File: src/hw/fsrw_pkg.sv
// Purpose: Shared constants and types for the flash self read/write controller
// Assumes: 250 MHz aclk, 32-bit AXI4-Lite register access
// Notes: Byte offsets of the register words live here

package fsrw_pkg;

  // ----------------------------------------
  // Geometry
  // ----------------------------------------
  localparam int unsigned ADDR_W = 10;
  localparam int unsigned WORD_W = 14;
  localparam int unsigned CNT_W = 20;
  localparam logic [ADDR_W-1:0] ADDR_MAX = 10'h3FF;
  localparam logic [1:0] BLOCK_LAST = 2'h3;

  // ----------------------------------------
  // Register byte offsets
  // ----------------------------------------
  localparam logic [7:0] OFS_DATA_LOW = 8'h00;
  localparam logic [7:0] OFS_DATA_HIGH = 8'h04;
  localparam logic [7:0] OFS_ADDR_LOW = 8'h08;
  localparam logic [7:0] OFS_ADDR_HIGH = 8'h0C;
  localparam logic [7:0] OFS_CONTROL = 8'h10;
  localparam logic [7:0] OFS_UNLOCK_KEY = 8'h14;
  localparam logic [7:0] OFS_CONFIG = 8'h18;

  // ----------------------------------------
  // Fields and reset values
  // ----------------------------------------
  localparam int unsigned CTL_RD_BIT = 0;
  localparam int unsigned CTL_WR_BIT = 1;
  localparam int unsigned CTL_WEN_BIT = 2;
  localparam int unsigned CFG_WP_LSB = 0;
  localparam int unsigned CFG_CP_BIT = 2;
  localparam logic [7:0] REG_RESET = 8'h00;
  localparam logic [1:0] WP_RESET = 2'h3;
  localparam logic [7:0] KEY_FIRST = 8'h55;
  localparam logic [7:0] KEY_SECOND = 8'hAA;
  localparam logic [1:0] RESP_OKAY = 2'h0;
  localparam logic [1:0] RESP_SLVERR = 2'h2;

  // ----------------------------------------
  // Timing
  // ----------------------------------------
  localparam int unsigned CLK_MHZ = 250;
  localparam int unsigned ERASE_TIME_US = 4000;
  localparam int unsigned PROG_TIME_US = 2000;
  localparam int unsigned ERASE_CYCLES = ERASE_TIME_US * CLK_MHZ;
  localparam int unsigned PROG_CYCLES = PROG_TIME_US * CLK_MHZ;

  // ----------------------------------------
  // Types
  // ----------------------------------------
  typedef enum logic [2:0] {
    ST_IDLE = 3'b000,
    ST_RD_GAP = 3'b001,
    ST_RD_ACC = 3'b010,
    ST_ERASE = 3'b011,
    ST_PROG = 3'b100,
    ST_BUF = 3'b101
  } fsrw_state_t;

  typedef struct packed {
    logic [ADDR_W-1:0] addr;
    logic [WORD_W-1:0] wdata;
    logic read;
    logic erase;
    logic prog;
  } fsrw_flash_req_t;

endpackage

File: src/hw/fsrw_ctrl.sv
// Purpose: Flash self read/write sequencer behind an AXI4-Lite register file
// Assumes: Flash macro answers reads combinationally; erase clears a 16-word row
// Notes: Erase and program durations are parameters so simulation can shorten them
//
// Implementation choices: the AXI4-Lite interface to the registers and the register offsets.

`timescale 1ns/1ps

module fsrw_ctrl
  import fsrw_pkg::*;
#(
  parameter int unsigned ERASE_CYC = ERASE_CYCLES,
  parameter int unsigned PROG_CYC = PROG_CYCLES
)
(
  input wire logic aclk,
  input wire logic aresetn,
  input wire logic [7:0] awaddr,
  input wire logic awvalid,
  output logic awready,
  input wire logic [31:0] wdata,
  input wire logic [3:0] wstrb,
  input wire logic wvalid,
  output logic wready,
  output logic [1:0] bresp,
  output logic bvalid,
  input wire logic bready,
  input wire logic [7:0] araddr,
  input wire logic arvalid,
  output logic arready,
  output logic [31:0] rdata,
  output logic [1:0] rresp,
  output logic rvalid,
  input wire logic rready,
  output fsrw_flash_req_t flash_req,
  input wire logic [WORD_W-1:0] flash_rdata,
  output logic instr_discard,
  output logic core_halt,
  output logic serial_access_allow
);

  // ----------------------------------------
  // State
  // ----------------------------------------
  fsrw_state_t state, next_state;
  logic [7:0] data_low, addr_low;
  logic [5:0] data_high;
  logic [1:0] addr_high, wp_sel, widx;
  logic rd_bit, wr_bit, wen_bit, cp_bit;
  logic key_got_first, key_armed;
  logic [CNT_W-1:0] cnt;
  logic [WORD_W-1:0] wbuf [4];
  logic aw_held, w_held, wb_en;
  logic [7:0] aw_q, wb;

  // ----------------------------------------
  // Bus decode
  // ----------------------------------------
  wire logic do_wr = aw_held && w_held && !bvalid;
  wire logic sel_dl = (aw_q == OFS_DATA_LOW);
  wire logic sel_dh = (aw_q == OFS_DATA_HIGH);
  wire logic sel_al = (aw_q == OFS_ADDR_LOW);
  wire logic sel_ah = (aw_q == OFS_ADDR_HIGH);
  wire logic sel_ctl = (aw_q == OFS_CONTROL);
  wire logic sel_key = (aw_q == OFS_UNLOCK_KEY);
  wire logic sel_cfg = (aw_q == OFS_CONFIG);
  wire logic wr_hit = sel_dl | sel_dh | sel_al | sel_ah | sel_ctl | sel_key | sel_cfg;
  wire logic wr_go = do_wr && wb_en;
  wire logic [ADDR_W-1:0] word_addr = {addr_high, addr_low};
  wire logic [WORD_W-1:0] word_data = {data_high, data_low};

  // Strobed start requests; clears written as zero simply do nothing
  wire logic ctl_wr = wr_go && sel_ctl && (state == ST_IDLE);
  wire logic wr_req = ctl_wr && wb[CTL_WR_BIT] && wen_bit && key_armed;
  wire logic rd_go = ctl_wr && wb[CTL_RD_BIT] && !wr_req;

  // Region lock: 11 none, 10 lower quarter, 01 lower half, 00 all
  wire logic prot_hit = (wp_sel == 2'h0)
                     || (wp_sel == 2'h1 && !word_addr[9])
                     || (wp_sel == 2'h2 && word_addr[9:8] == 2'h0);
  wire logic block_go = wr_req && (addr_low[1:0] == BLOCK_LAST) && !prot_hit;
  wire logic cnt_done = (cnt == '0);

  // ----------------------------------------
  // Read mux
  // ----------------------------------------
  wire logic rd_hit = (araddr <= OFS_CONFIG) && (araddr[1:0] == 2'h0); // Dense word map
  wire logic [7:0] rd_val =
      (araddr == OFS_DATA_LOW)  ? data_low :
      (araddr == OFS_DATA_HIGH) ? {2'h0, data_high} :
      (araddr == OFS_ADDR_LOW)  ? addr_low :
      (araddr == OFS_ADDR_HIGH) ? {6'h00, addr_high} :
      (araddr == OFS_CONTROL)   ? {5'h00, wen_bit, wr_bit, rd_bit} :
      (araddr == OFS_CONFIG)    ? {5'h00, cp_bit, wp_sel} :
      8'h00;

  assign awready = !aw_held && !bvalid;
  assign wready = !w_held && !bvalid;
  assign arready = !rvalid;

  // ----------------------------------------
  // Flash side outputs
  // ----------------------------------------
  // Access paths ignore cp_bit so the core keeps full reach when protected
  always_comb
  begin
    flash_req.addr = word_addr;
    flash_req.wdata = wbuf[widx];
    flash_req.read = (state == ST_RD_ACC);
    flash_req.erase = (state == ST_ERASE);
    flash_req.prog = (state == ST_PROG);
    if (state == ST_PROG)
    begin
      flash_req.addr = {word_addr[ADDR_W-1:2], widx};
    end
  end

  assign instr_discard = (state == ST_RD_ACC);
  assign core_halt = (state == ST_ERASE) || (state == ST_PROG);
  assign serial_access_allow = !cp_bit;

  // ----------------------------------------
  // Sequencer
  // ----------------------------------------
  always_comb
  begin
    next_state = state;
    unique case (state)
      ST_IDLE:
      begin
        if (block_go)
          next_state = ST_ERASE;
        else if (wr_req)
          next_state = ST_BUF;
        else if (rd_go)
          next_state = ST_RD_GAP;
      end
      ST_RD_GAP: next_state = ST_RD_ACC;
      ST_RD_ACC: next_state = ST_IDLE;
      ST_ERASE: next_state = cnt_done ? ST_PROG : ST_ERASE;
      ST_PROG: next_state = (cnt_done && widx == BLOCK_LAST) ? ST_IDLE : ST_PROG;
      ST_BUF: next_state = ST_IDLE;
      default: next_state = ST_IDLE;
    endcase
  end

  always_ff @(posedge aclk)
  begin
    if (!aresetn)
      state <= ST_IDLE;
    else
      state <= next_state;
  end

  // Self-timed erase then per-word program
  always_ff @(posedge aclk)
  begin
    if (!aresetn)
      {cnt, widx} <= '0;
    else if (block_go)
      cnt <= CNT_W'(ERASE_CYC - 1);
    else if (state == ST_ERASE && cnt_done)
    begin
      cnt <= CNT_W'(PROG_CYC - 1);
      widx <= 2'h0;
    end
    else if (state == ST_PROG && cnt_done)
    begin
      cnt <= CNT_W'(PROG_CYC - 1);
      widx <= widx + 2'h1;
    end
    else if (!cnt_done)
      cnt <= cnt - CNT_W'(1);
  end

  always_ff @(posedge aclk)
  begin
    if (wr_req)
      wbuf[addr_low[1:0]] <= word_data;
  end

  // ----------------------------------------
  // Control bits
  // ----------------------------------------
  // Read and write start bits set-only from software; a zero write never aborts a running operation
  always_ff @(posedge aclk)
  begin
    if (!aresetn)
      {wen_bit, wr_bit, rd_bit} <= 3'b000;
    else
    begin
      if (wr_go && sel_ctl)
        wen_bit <= wb[CTL_WEN_BIT];
      if (rd_go)
        rd_bit <= 1'b1;
      else if (state == ST_RD_ACC)
        rd_bit <= 1'b0;
      if (wr_req)
        wr_bit <= 1'b1;
      else if (next_state == ST_IDLE)
        wr_bit <= 1'b0;
    end
  end

  // Unlock pair must be the last two writes before the start
  always_ff @(posedge aclk)
  begin
    if (!aresetn)
      {key_got_first, key_armed} <= 2'b00;
    else if (wr_go)
    begin
      key_got_first <= sel_key && (wb == KEY_FIRST);
      key_armed <= sel_key && key_got_first && (wb == KEY_SECOND);
    end
  end

  // ----------------------------------------
  // Data, address and config registers
  // ----------------------------------------
  always_ff @(posedge aclk)
  begin
    if (!aresetn)
    begin
      data_low <= REG_RESET;
      data_high <= REG_RESET[5:0];
      addr_low <= REG_RESET;
      addr_high <= REG_RESET[1:0];
      {cp_bit, wp_sel} <= {1'b0, WP_RESET};
    end
    else
    begin
      if (state == ST_RD_ACC)
        {data_high, data_low} <= flash_rdata;
      else
      begin
        if (wr_go && sel_dl)
          data_low <= wb;
        if (wr_go && sel_dh)
          data_high <= wb[5:0];
      end
      if (wr_go && sel_al && state == ST_IDLE)
        addr_low <= wb;
      if (wr_go && sel_ah && state == ST_IDLE)
        addr_high <= wb[1:0];
      if (wr_go && sel_cfg)
        {cp_bit, wp_sel} <= {wb[CFG_CP_BIT], wb[CFG_WP_LSB +: 2]};
    end
  end

  // ----------------------------------------
  // AXI4-Lite slave
  // ----------------------------------------
  always_ff @(posedge aclk)
  begin
    if (!aresetn)
    begin
      aw_held <= 1'b0;
      w_held <= 1'b0;
      aw_q <= 8'h00;
      wb <= 8'h00;
      wb_en <= 1'b0;
      bvalid <= 1'b0;
      bresp <= RESP_OKAY;
    end
    else
    begin
      if (awvalid && awready)
      begin
        aw_held <= 1'b1;
        aw_q <= awaddr;
      end
      if (wvalid && wready)
      begin
        w_held <= 1'b1;
        wb <= wdata[7:0];
        wb_en <= wstrb[0];
      end
      if (do_wr)
      begin
        aw_held <= 1'b0;
        w_held <= 1'b0;
        bvalid <= 1'b1;
        bresp <= wr_hit ? RESP_OKAY : RESP_SLVERR;
      end
      else if (bready)
        bvalid <= 1'b0;
    end
  end

  always_ff @(posedge aclk)
  begin
    if (!aresetn)
    begin
      rvalid <= 1'b0;
      rdata <= 32'h0000_0000;
      rresp <= RESP_OKAY;
    end
    else if (arvalid && arready)
    begin
      rvalid <= 1'b1;
      rdata <= {24'h00_0000, rd_val};
      rresp <= rd_hit ? RESP_OKAY : RESP_SLVERR;
    end
    else if (rready)
      rvalid <= 1'b0;
  end
endmodule

File: config.mk
export PLATFORM = sky130hd
export DESIGN_NAME = fsrw_ctrl
export DESIGN_NICKNAME = d
export VERILOG_FILES = /design/src/hw/fsrw_pkg.sv /design/src/hw/fsrw_ctrl.sv
export SDC_FILE = /design/constraint.sdc
export NUM_CORES = 1
export LEC_CHECK = 0
export ABC_CLOCK_PERIOD_IN_PS = 2500
export BUFFER_PORTS_ARGS = -buffer_cell sky130_fd_sc_hd__buf_2
export CORE_MARGIN = 1.5
export CORE_UTILIZATION = 49
export DETAILED_ROUTE_END_ITERATION = 8
export GPL_TIMING_DRIVEN = 0
export HOLD_SLACK_MARGIN = 0.03
export MAX_ROUTING_LAYER = met4
export PLACE_DENSITY = 0.85
export SLEW_MARGIN = 20
export SYNTH_ARGS = -nofsm -noshare
export SYNTH_HDL_FRONTEND = slang
export SYNTH_SLANG_ARGS = --single-unit
File: constraint.sdc
create_clock -name aclk -period 2.5 [get_ports aclk]
set_input_delay 0.5 -clock aclk [delete_from_list [all_inputs] [get_ports aclk]]
set_output_delay 0.5 -clock aclk [all_outputs]
set_load 0.05 [all_outputs]
# After elaboration in Yosys (flattened, before gate mapping)
# Memories as Yosys holds them, arrays and structs flattened. A register that Yosys moved wholly into a read port is not among the register bits.
# Index checks and enable logic that the tools add are counted.
# op_classes
n_addsub	2
order_cmp	1
eq_ne	23
n_mux	37
bitwise	8
reduce_logical	63
# op_table
operator	count
$mux 20	4
$eq 8x5->1 const B	5
$mux 8	5
$logic_and 1x1->1	33
$eq 8x4->1 const B	4
$mux 3	8
$logic_not 20->1	1
$sub 20x1->20 const B	1
$eq 8x3->1 const B	2
$logic_not 8->1	2
$mux 2	7
$reduce_bool 2->1	7
$mux 6	2
$pmux 3 s4	1
$mux 1	10
$eq 8x7->1 const B	1
$eq 8x8->1 const B	1
$le 8x5->1 const B	1
$logic_not 1->1	8
$eq 2x2->1 const B	3
$eq 3x2->1 const B	2
$logic_not 2->1	3
$logic_not 3->1	2
$or 1x1->1	6
11 further kinds	15
# word_totals
ff_bits	90
ramBits	56
inputBits	73
out_inout_bits	71
word_cells	161
mem_count	1
# mem_list
name	words	width	read_ports	rd_ports_with_merged_regs	write_ports	line_no	source
wbuf	4	14	1	1	1	fsrw_ctrl.sv:52	logic [WORD_W-1:0] wbuf [4];

# Logic depth before layout (Yosys ltp)
# Gate-level depths: netlist (run 1).
# depth
word_depth	17
depth_mapped	8
depth_no_buf	7

# Least setup slack after synthesis (run 1)
# No wires, ideal clock.
# synth_path
kind	register to register
start	register bvalid
end	memory wbuf[2][0], enable pin
setup_time_ns	0.406
arrival_time_ns	2.309
required_ns	2.094
path_slack_ns	-0.215
stages_incl_launch_ff	5
path_buffers	0
period_less_slack_ns	2.715
cell_sequence	dfxtp_1 > and4b_1 > and4_1 > nand2_1 > nor3b_1
# synth_via
elab_chain_len	10
# synth_lines
item	line_no	source
start: declaration	fsrw_ctrl.sv:26	output logic bvalid,
start signal: assignment	fsrw_ctrl.sv:262	bvalid <= 1'b0;
start signal: assignment	fsrw_ctrl.sv:282	bvalid <= 1'b1;
start signal: assignment	fsrw_ctrl.sv:286	bvalid <= 1'b0;
$logic_not 1->1	fsrw_ctrl.sv:59	wire logic do_wr = aw_held && w_held && !bvalid;
$logic_and 1x1->1	fsrw_ctrl.sv:59	
$logic_and 1x1->1	fsrw_ctrl.sv:68	wire logic wr_go = do_wr && wb_en;
$logic_and 1x1->1 (2 in series)	fsrw_ctrl.sv:73	wire logic ctl_wr = wr_go && sel_ctl && (state == ST_IDLE);
$logic_and 1x1->1 (3 in series)	fsrw_ctrl.sv:74	wire logic wr_req = ctl_wr && wb[CTL_WR_BIT] && wen_bit && key_armed;
$mux 1	fsrw_ctrl.sv:178	if (wr_req)
$mux 1 (not written as such)	fsrw_ctrl.sv:179	wbuf[addr_low[1:0]] <= word_data;
end: declaration	fsrw_ctrl.sv:52	
# No other way between the ends.

==> results.ini, run 1 <==
[sta]
setup-tns-final_ns=0
setup-violations-final=0
rsz0062_at_grt=no
report.final.slew_viol_count=0
max-slew-margin-rel_pct=56.26
period_needed_ns=2.384
finalHoldViolCount=0
holdWs_ns=0.2570
period_share_pct=95.36
worstMarginPinSlew_ns=0.6470
finalClockSkew_ns=0.005889
max_freq_mhz=419.5

[logic_synthesis]
ys_ff_latch=146
syn-cell-area_um2=6519
syn_avg_cell_area_um2=10.85
async_reset_ff_share_pct=0
dominantRegCellSynth=dfxtp_1
synthesis.instances=601
ys_types=59
yosys_warnings=0
yosysSeqAreaShare_pct=53.44
synth_edf_count=56

[pwr]
p_seq_share_pct=42.1
p_comb_share_pct=20.9
cell_internal_pwr_w=0.004558
ir_drop_uv=804.5
p_per_area_nw_per_um2=827.4
p_sw_share_pct=30.51
p_leak_nw=3.275
switchingPower_w=0.002001
pwr-share-clk_pct=37.1

[clocking]
cts_hold_buf=0
clock_path_buffers=2
cts_root_buf=clkbuf_16
cts_buffers=17
clock_sinks=146
clkTransAtPathRegs_ns=0.06
h-tree-depth=4
cts_tree=done
clock_latency_ns=0.42

[floorplanning]
initial_core_util_pct=50.83
chipWidth_um=118.3
ios=144
fp.dieH_um=118.3
core_um2=12820
rows=41
dieArea_um2=14000

[final_layout]
final_nets=810
multiInputGateArea_um2=2765
final_area_um2=7928
seq_area_um2=3485
area_growth_pct=21.61
n_fill_cell=1048
antenna_cells=0
drive_above_1_share_pct=26.60

[routing]
vias_per_cell=5.526
vias=5084
wl_per_cell_um=16.51
ant_nets=0
drc=0
drtIter0Drc=421
dr.pass1.iters=5
routed_wl_um=15190

[worst_setup_path]
cp_slowest_cell=mux4_2
crit_type=reg -> out
worst_setup_path_end_kind=output port
required_ns=2.00
cpPeakStageDelay_ns=0.55
start_kind=flip-flop
critPathArrivalTime_ns=1.88
crit_chain=buf_4 -> mux4_2 -> buf_2
path_max_fanout=10

[global_routing]
grt_pass1_wl_um=24210
grt.overflow.total=0
grt_pass1_vias=4753
grt_use_total_pct=23.05
grt_max_degree=17
antenna_found_initial=0

[run_status]
status=complete, no violations

[worst_hold_path]
hp-class=in -> reg

[run]
drv_cap=0

[placement]
dpl_cell_area_um2=7296
numPortBuffers=88
dp_hpwl_um=10810
place.gp.congestion=0.8828

## layout make-up
cell class | instances | area share [%]
Sequential cell | 146 | 43.96
Multi-Input combinational cell | 409 | 34.88
Timing Repair Buffer | 92 | 6.250
Clock buffer | 19 | 5.461
Buffer | 57 | 4.451
Tap cell | 172 | 2.715
Clock inverter | 13 | 1.720
Inverter | 12 | 0.5682
## cell families (layout without fill, tap and decap cells)
family | count (synthesis) | after routing | share of synthesized area (%)
buf+inv | 71 | 193 | 6.161
other cells | 1 | 26 | 0.05753
xor+xnor | 8 | 8 | 1.075
mux | 63 | 63 | 12.44
compound gates | 118 | 118 | 10.88
simple gates | 192 | 192 | 15.57
flops | 146 | 146 | 53.44
fa+ha+maj | 2 | 2 | 0.3838
## path summary, 6_finish.rpt
kind	slack, ns	depth (start not counted)	startpoint	endpoint
max	0.12	3	flip-flop	flash_req[15]
min	0.26	2	rready	rvalid$_SDFFE_PN0P_
max reg2reg	0.21	4	state[1]$_SDFF_PN0_	wbuf[3][8]$_DFFE_PP_
min reg2reg	0.46	2	rdata[4]$_SDFFE_PN0P_	rdata[4]$_SDFFE_PN0P_
## sequential cells by signal, indices dropped and copies added, names as in the netlist, 3 cells and up, named ones only
name,cells
addr_low,8
aw_q,8
cnt,20
data_high,6
wbuf,56
data_low,8
wb,8
state,3
rdata,8
## power by group through the flow
stage / registers [W] / clock network (W) / logic [W]
floorplan: 0.00278 / 0 / 0.00108
global placement: 0.00280 / 0 / 0.00131
detailed placement: 0.00280 / 0 / 0.00134
CTS: 0.00275 / 0.00245 / 0.00136
global route: 0.00278 / 0.00258 / 0.00149
finish: 0.00276 / 0.00243 / 0.00137
## cell usage in the layout, fill, tap and decap left out, types with 4 or more instances in the layout
cell        count
nand2b_1        4
clkbuf_1       20
nor2b_1         4
buf_2          90
nor2_1         50
a211oi_1        8
edfxtp_1       56
nand2_1        55
clkinvlp_4      4
inv_1           9
mux4_2         14
a21oi_1        50
clkbuf_16      17
dfxtp_1        89
a22oi_1         6
o21ai_0        31
nor3_1         15
and2_1          4
xnor2_1         5
a31oi_1         4
nand3_1        13
mux2_2          4
nor4_1          6
o211ai_1        4
conb_1         26
mux2i_1        45
buf_4          36
## cells in the mapped netlist (all sizes together), types with 2 or more instances
cell	n	area [µm²]
inv	12	45.04
nand3	14	82.58
and4	2	17.52
nor4bb	2	20.02
a22oi	6	45.04
edfxtp	56	1682
a41oi	2	17.52
xor2	3	26.28
nand3b	3	22.52
nand4b	2	17.52
a31oi	4	25.02
buf	38	277.8
mux2i	45	450.4
dfxtp	90	1802
o21ai	31	155.2
o21a	2	15.01
a311oi	3	26.28
or3b	2	17.52
and3	3	18.77
nor3	18	100.1
ha	2	25.02
or4	3	22.52
clkbuf	21	78.83
nor3b	4	40.03
nor4	9	83.83
nand4	5	43.79
nor4b	2	17.52
nor2	52	200.2
mux2	4	45.04
xnor2	5	43.79
a32oi	2	17.52
mux4	14	315.3
nand2b	4	25.02
a2111oi	2	30.03
a21oi	50	250.2
or3	3	18.77
o211ai	4	30.03
and2	4	25.02
nand2	55	206.5
nor2b	4	25.02
a211oi	8	60.06
## what timing repair did
| action | 4_1_cts | 5_1_grt |
|---|---|---|
| setup endpoints to repair | 68 | 1 |
| cloned | 0 | 0 |
| pin swaps | 3 | 0 |
| gates resized for setup | 5 | 1 |
| buffers inserted | 4 | 0 |
## routing by layer
metal | global-route usage (%) | up-vias | wire length, µm
met5 | - | - | 0
met4 | 8.155 | 0 | 261
met3 | 5.309 | 26 | 942
met2 | 37.54 | 203 | 7547
met1 | 28.20 | 2411 | 6440
li1 | - | 2444 | -
## worst max-delay path, delay by kind of cell (launching register included)
| kind | cells | cell delay [ns] |
|---|---|---|
| mux | 1 | 0.55 |
| buf+inv | 2 | 0.50 |
| flops | 1 | 0.42 |
## through the flow
step | util [%] | setup WS [ns] | cells | power (W)
finish | 61.81 | 0.1161 | 920 | 0.006559
global route | 61.81 | 0.008751 | 920 | 0.006848
CTS | 61.80 | 0.04512 | 920 | 0.006567
detailed placement | 56.89 | -0.3421 | 886 | 0.004145
global placement | 56.79 | -0.2597 | 886 | 0.004105
floorplan | - | 0.2359 | 626 | 0.003859
(Power assumes the default switching activity.)
==> run 2, diff against run 1 <==
--- a/config.mk
+++ b/config.mk
@@ -5,7 +5,6 @@
 export SDC_FILE = /design/constraint.sdc
 export NUM_CORES = 1
 export LEC_CHECK = 0
-export ABC_CLOCK_PERIOD_IN_PS = 2500
 export BUFFER_PORTS_ARGS = -buffer_cell sky130_fd_sc_hd__buf_2
 export CORE_MARGIN = 1.5
 export CORE_UTILIZATION = 49
@@ -13,7 +12,8 @@
 export GPL_TIMING_DRIVEN = 0
 export HOLD_SLACK_MARGIN = 0.03
 export MAX_ROUTING_LAYER = met4
-export PLACE_DENSITY = 0.85
+export PLACE_DENSITY = 0.76
+export RECOVER_POWER = 50
 export SLEW_MARGIN = 20
 export SYNTH_ARGS = -nofsm -noshare
 export SYNTH_HDL_FRONTEND = slang
==> run 2 against run 1 <==
  * Final area is essentially flat
  * Critical path depth is the same
  * Worst hold slack lost 0.0068 ns
  * Combinational power is essentially flat
  * Core utilization is essentially flat
  * Clock skew is essentially flat
  * Sequential cell count is the same
  * Worst setup slack gained 0.0095 ns
  * Register-to-register slack gained 0.03 ns
==> results.ini, run 2 (synthesis gave the netlist of run 1 again) <==
[worst_setup_path]
r2r_start=cnt[0]$_SDFFE_PN0P_
critPathArrivalTime_ns=1.87  ; about the same
path_max_fanout=10  ; unchanged
start_kind=flip-flop
reg2reg_to=cnt[8]$_SDFFE_PP0P_
worst_setup_path_end_kind=output port
worstRegToRegCells=7  ; +3
crit_type=reg -> out
required_ns=2.00  ; about the same
ff2ff_setup_slack_ns=0.24  ; +0.03 ns

[worst_hold_path]
whs_path_depth=2  ; unchanged
hold_path_end=rvalid$_SDFFE_PN0P_
hp-class=in -> reg
min_from=rready

[pwr]
pwr-share-clk_pct=38.6  ; +1.5 points
cell_internal_pwr_w=0.004673  ; +2.5%
p_seq_share_pct=40.8  ; -1.3 points
p_per_area_nw_per_um2=852.0  ; +3.0%
power.total_w=0.006759  ; +3.0%
p_sw_share_pct=30.86  ; +0.36 points
switchingPower_w=0.002086  ; +4.2%
p_comb_share_pct=20.5  ; -0.4 points
p_leak_nw=3.204  ; -2.2%
ir_drop_uv=504.1  ; -37%

[clocking]
clock_latency_ns=0.42  ; about the same
cts_buffers=17  ; unchanged
clkTransAtPathRegs_ns=0.06  ; about the same
cts_root_buf=clkbuf_16
clock_path_buffers=2  ; unchanged
cts_tree=done
clock_sinks=146  ; unchanged
h-tree-depth=4  ; unchanged

[routing]
wl_per_cell_um=16.86  ; +2.1%
drtIter0Drc=386  ; -8.3%
vias_per_cell=5.492  ; -0.61%
drc=0  ; unchanged
routed_wl_um=15520  ; +2.1%
vias=5053  ; -0.61%
dr.pass1.iters=5  ; unchanged
ant_nets=0  ; unchanged

[placement]
pre_cts_slack_ns=-0.09961  ; +0.2424 ns
place.gp.congestion=0.9035  ; +2.3%
dpl_cell_area_um2=7302  ; about the same
placed_cells=886  ; unchanged
numPortBuffers=88  ; unchanged
dp_hpwl_um=11010  ; +1.9%

[global_routing]
antenna_found_initial=0  ; unchanged
grt_max_degree=17  ; unchanged
grt_use_total_pct=23.42  ; +0.37 points
grt.overflow.total=0  ; unchanged
grt_pass1_vias=4817  ; +1.3%
grt_pass1_wl_um=24660  ; +1.9%

[sta]
finalClockSkew_ns=0.005532  ; -0.0003567 ns
finalHoldViolCount=0  ; unchanged
rsz0062_at_grt=no
report.final.slew_viol_count=0  ; unchanged
layout_setup_ws_ns=0.1256  ; +0.009519 ns
period_needed_ns=2.374  ; -0.009519 ns
period_share_pct=94.98  ; -0.38 points
max-slew-margin-rel_pct=38.07  ; -18 points
max_freq_mhz=421.2  ; +0.40%
setup-violations-final=0  ; unchanged
worstMarginPinSlew_ns=0.9255  ; +0.2785 ns

[final_layout]
layout_common_cells=dfxtp_1, buf_2, edfxtp_1
final_area_um2=7933  ; about the same
final_common_cell=dfxtp_1
final_nets=810  ; unchanged
drive_above_1_share_pct=22.86  ; -3.7 points
area_growth_pct=21.69  ; about the same
largest_reg_flops=56  ; unchanged
antenna_cells=0  ; unchanged
stdcell_count=920  ; unchanged

[run_status]
status=complete, no violations

[floorplanning]
dieArea_um2=14000  ; unchanged
chipWidth_um=118.3  ; unchanged
rows=41  ; unchanged
fp.dieH_um=118.3  ; unchanged
initial_core_util_pct=50.83  ; unchanged
core_um2=12820  ; unchanged
ios=144  ; unchanged

[run]
drv_cap=0  ; unchanged

==> run 2: area by class of cell <==
class                      count  area [µm²]
buffer                        57       352.8
clock buffer                  18       429.2
clock inverter                14       177.7
fill                        1065        4892
inverter                      12       45.04
multi-input combinational    409        2753
sequential                   146        3485
tap                          172       215.2
timing repair buffer          92       475.5
==> run 2: per-layer routing <==
layer / up-vias / routed length, µm / GRT usage (%)
met1: 2437 / 6875 / 29.35
met2: 176 / 7576 / 37.54
met5: - / 0 / -
met3: 15 / 881 / 5.454
met4: 0 / 182 / 7.774
li1: 2425 / - / -
==> run 2: repair_timing <==
item	CTS	global route
buffers inserted	4	0
pin swaps	3	0
hold buffers	0	0
gates resized for setup	3	2
setup endpoints to repair	54	15
==> run 2: worst max-delay path by stage <==
stage,from,end
6_report,flip-flop,flash_req[7]
5_1_grt,w_held$_SDFFE_PP0P_,data_low[6]$_SDFFE_PN0P_
4_1_cts,state[1]$_SDFF_PN0_,wbuf[3][5]$_DFFE_PP_
3_5_place_dp,state[1]$_SDFF_PN0_,wbuf[1][6]$_DFFE_PP_
3_3_place_gp,state[2]$_SDFF_PN0_,wbuf[2][3]$_DFFE_PP_
2_1_floorplan,bvalid$_SDFFE_PN0P_,wbuf[2][0]$_DFFE_PP_
==> run 2: through the flow <==
step	hold WS, ns	util (%)	setup TNS, ns
final	0.2503	61.85	0
after global routing	0.2550	61.85	0
after floorplan	0.4365	-	0
after CTS	0.2387	62.18	0
after detailed placement	0.4433	56.94	-3.059
after global placement	0.4439	56.79	-11.65
==> run 2: power by group through the flow <==
stage	Sequential [W]	Clock (W)	Combinational [W]
after floorplan	0.00278	0	0.00108
after global placement	0.00279	0	0.00133
after detailed placement	0.00280	0	0.00137
after CTS	0.00276	0.00264	0.00138
after global routing	0.00278	0.00272	0.00152
final	0.00276	0.00261	0.00139
==> run 2: critical path, stage by stage, from the launching register on <==
cell     delay, ns
dfxtp_2       0.43
buf_4         0.27
mux4_2        0.53
buf_2         0.23
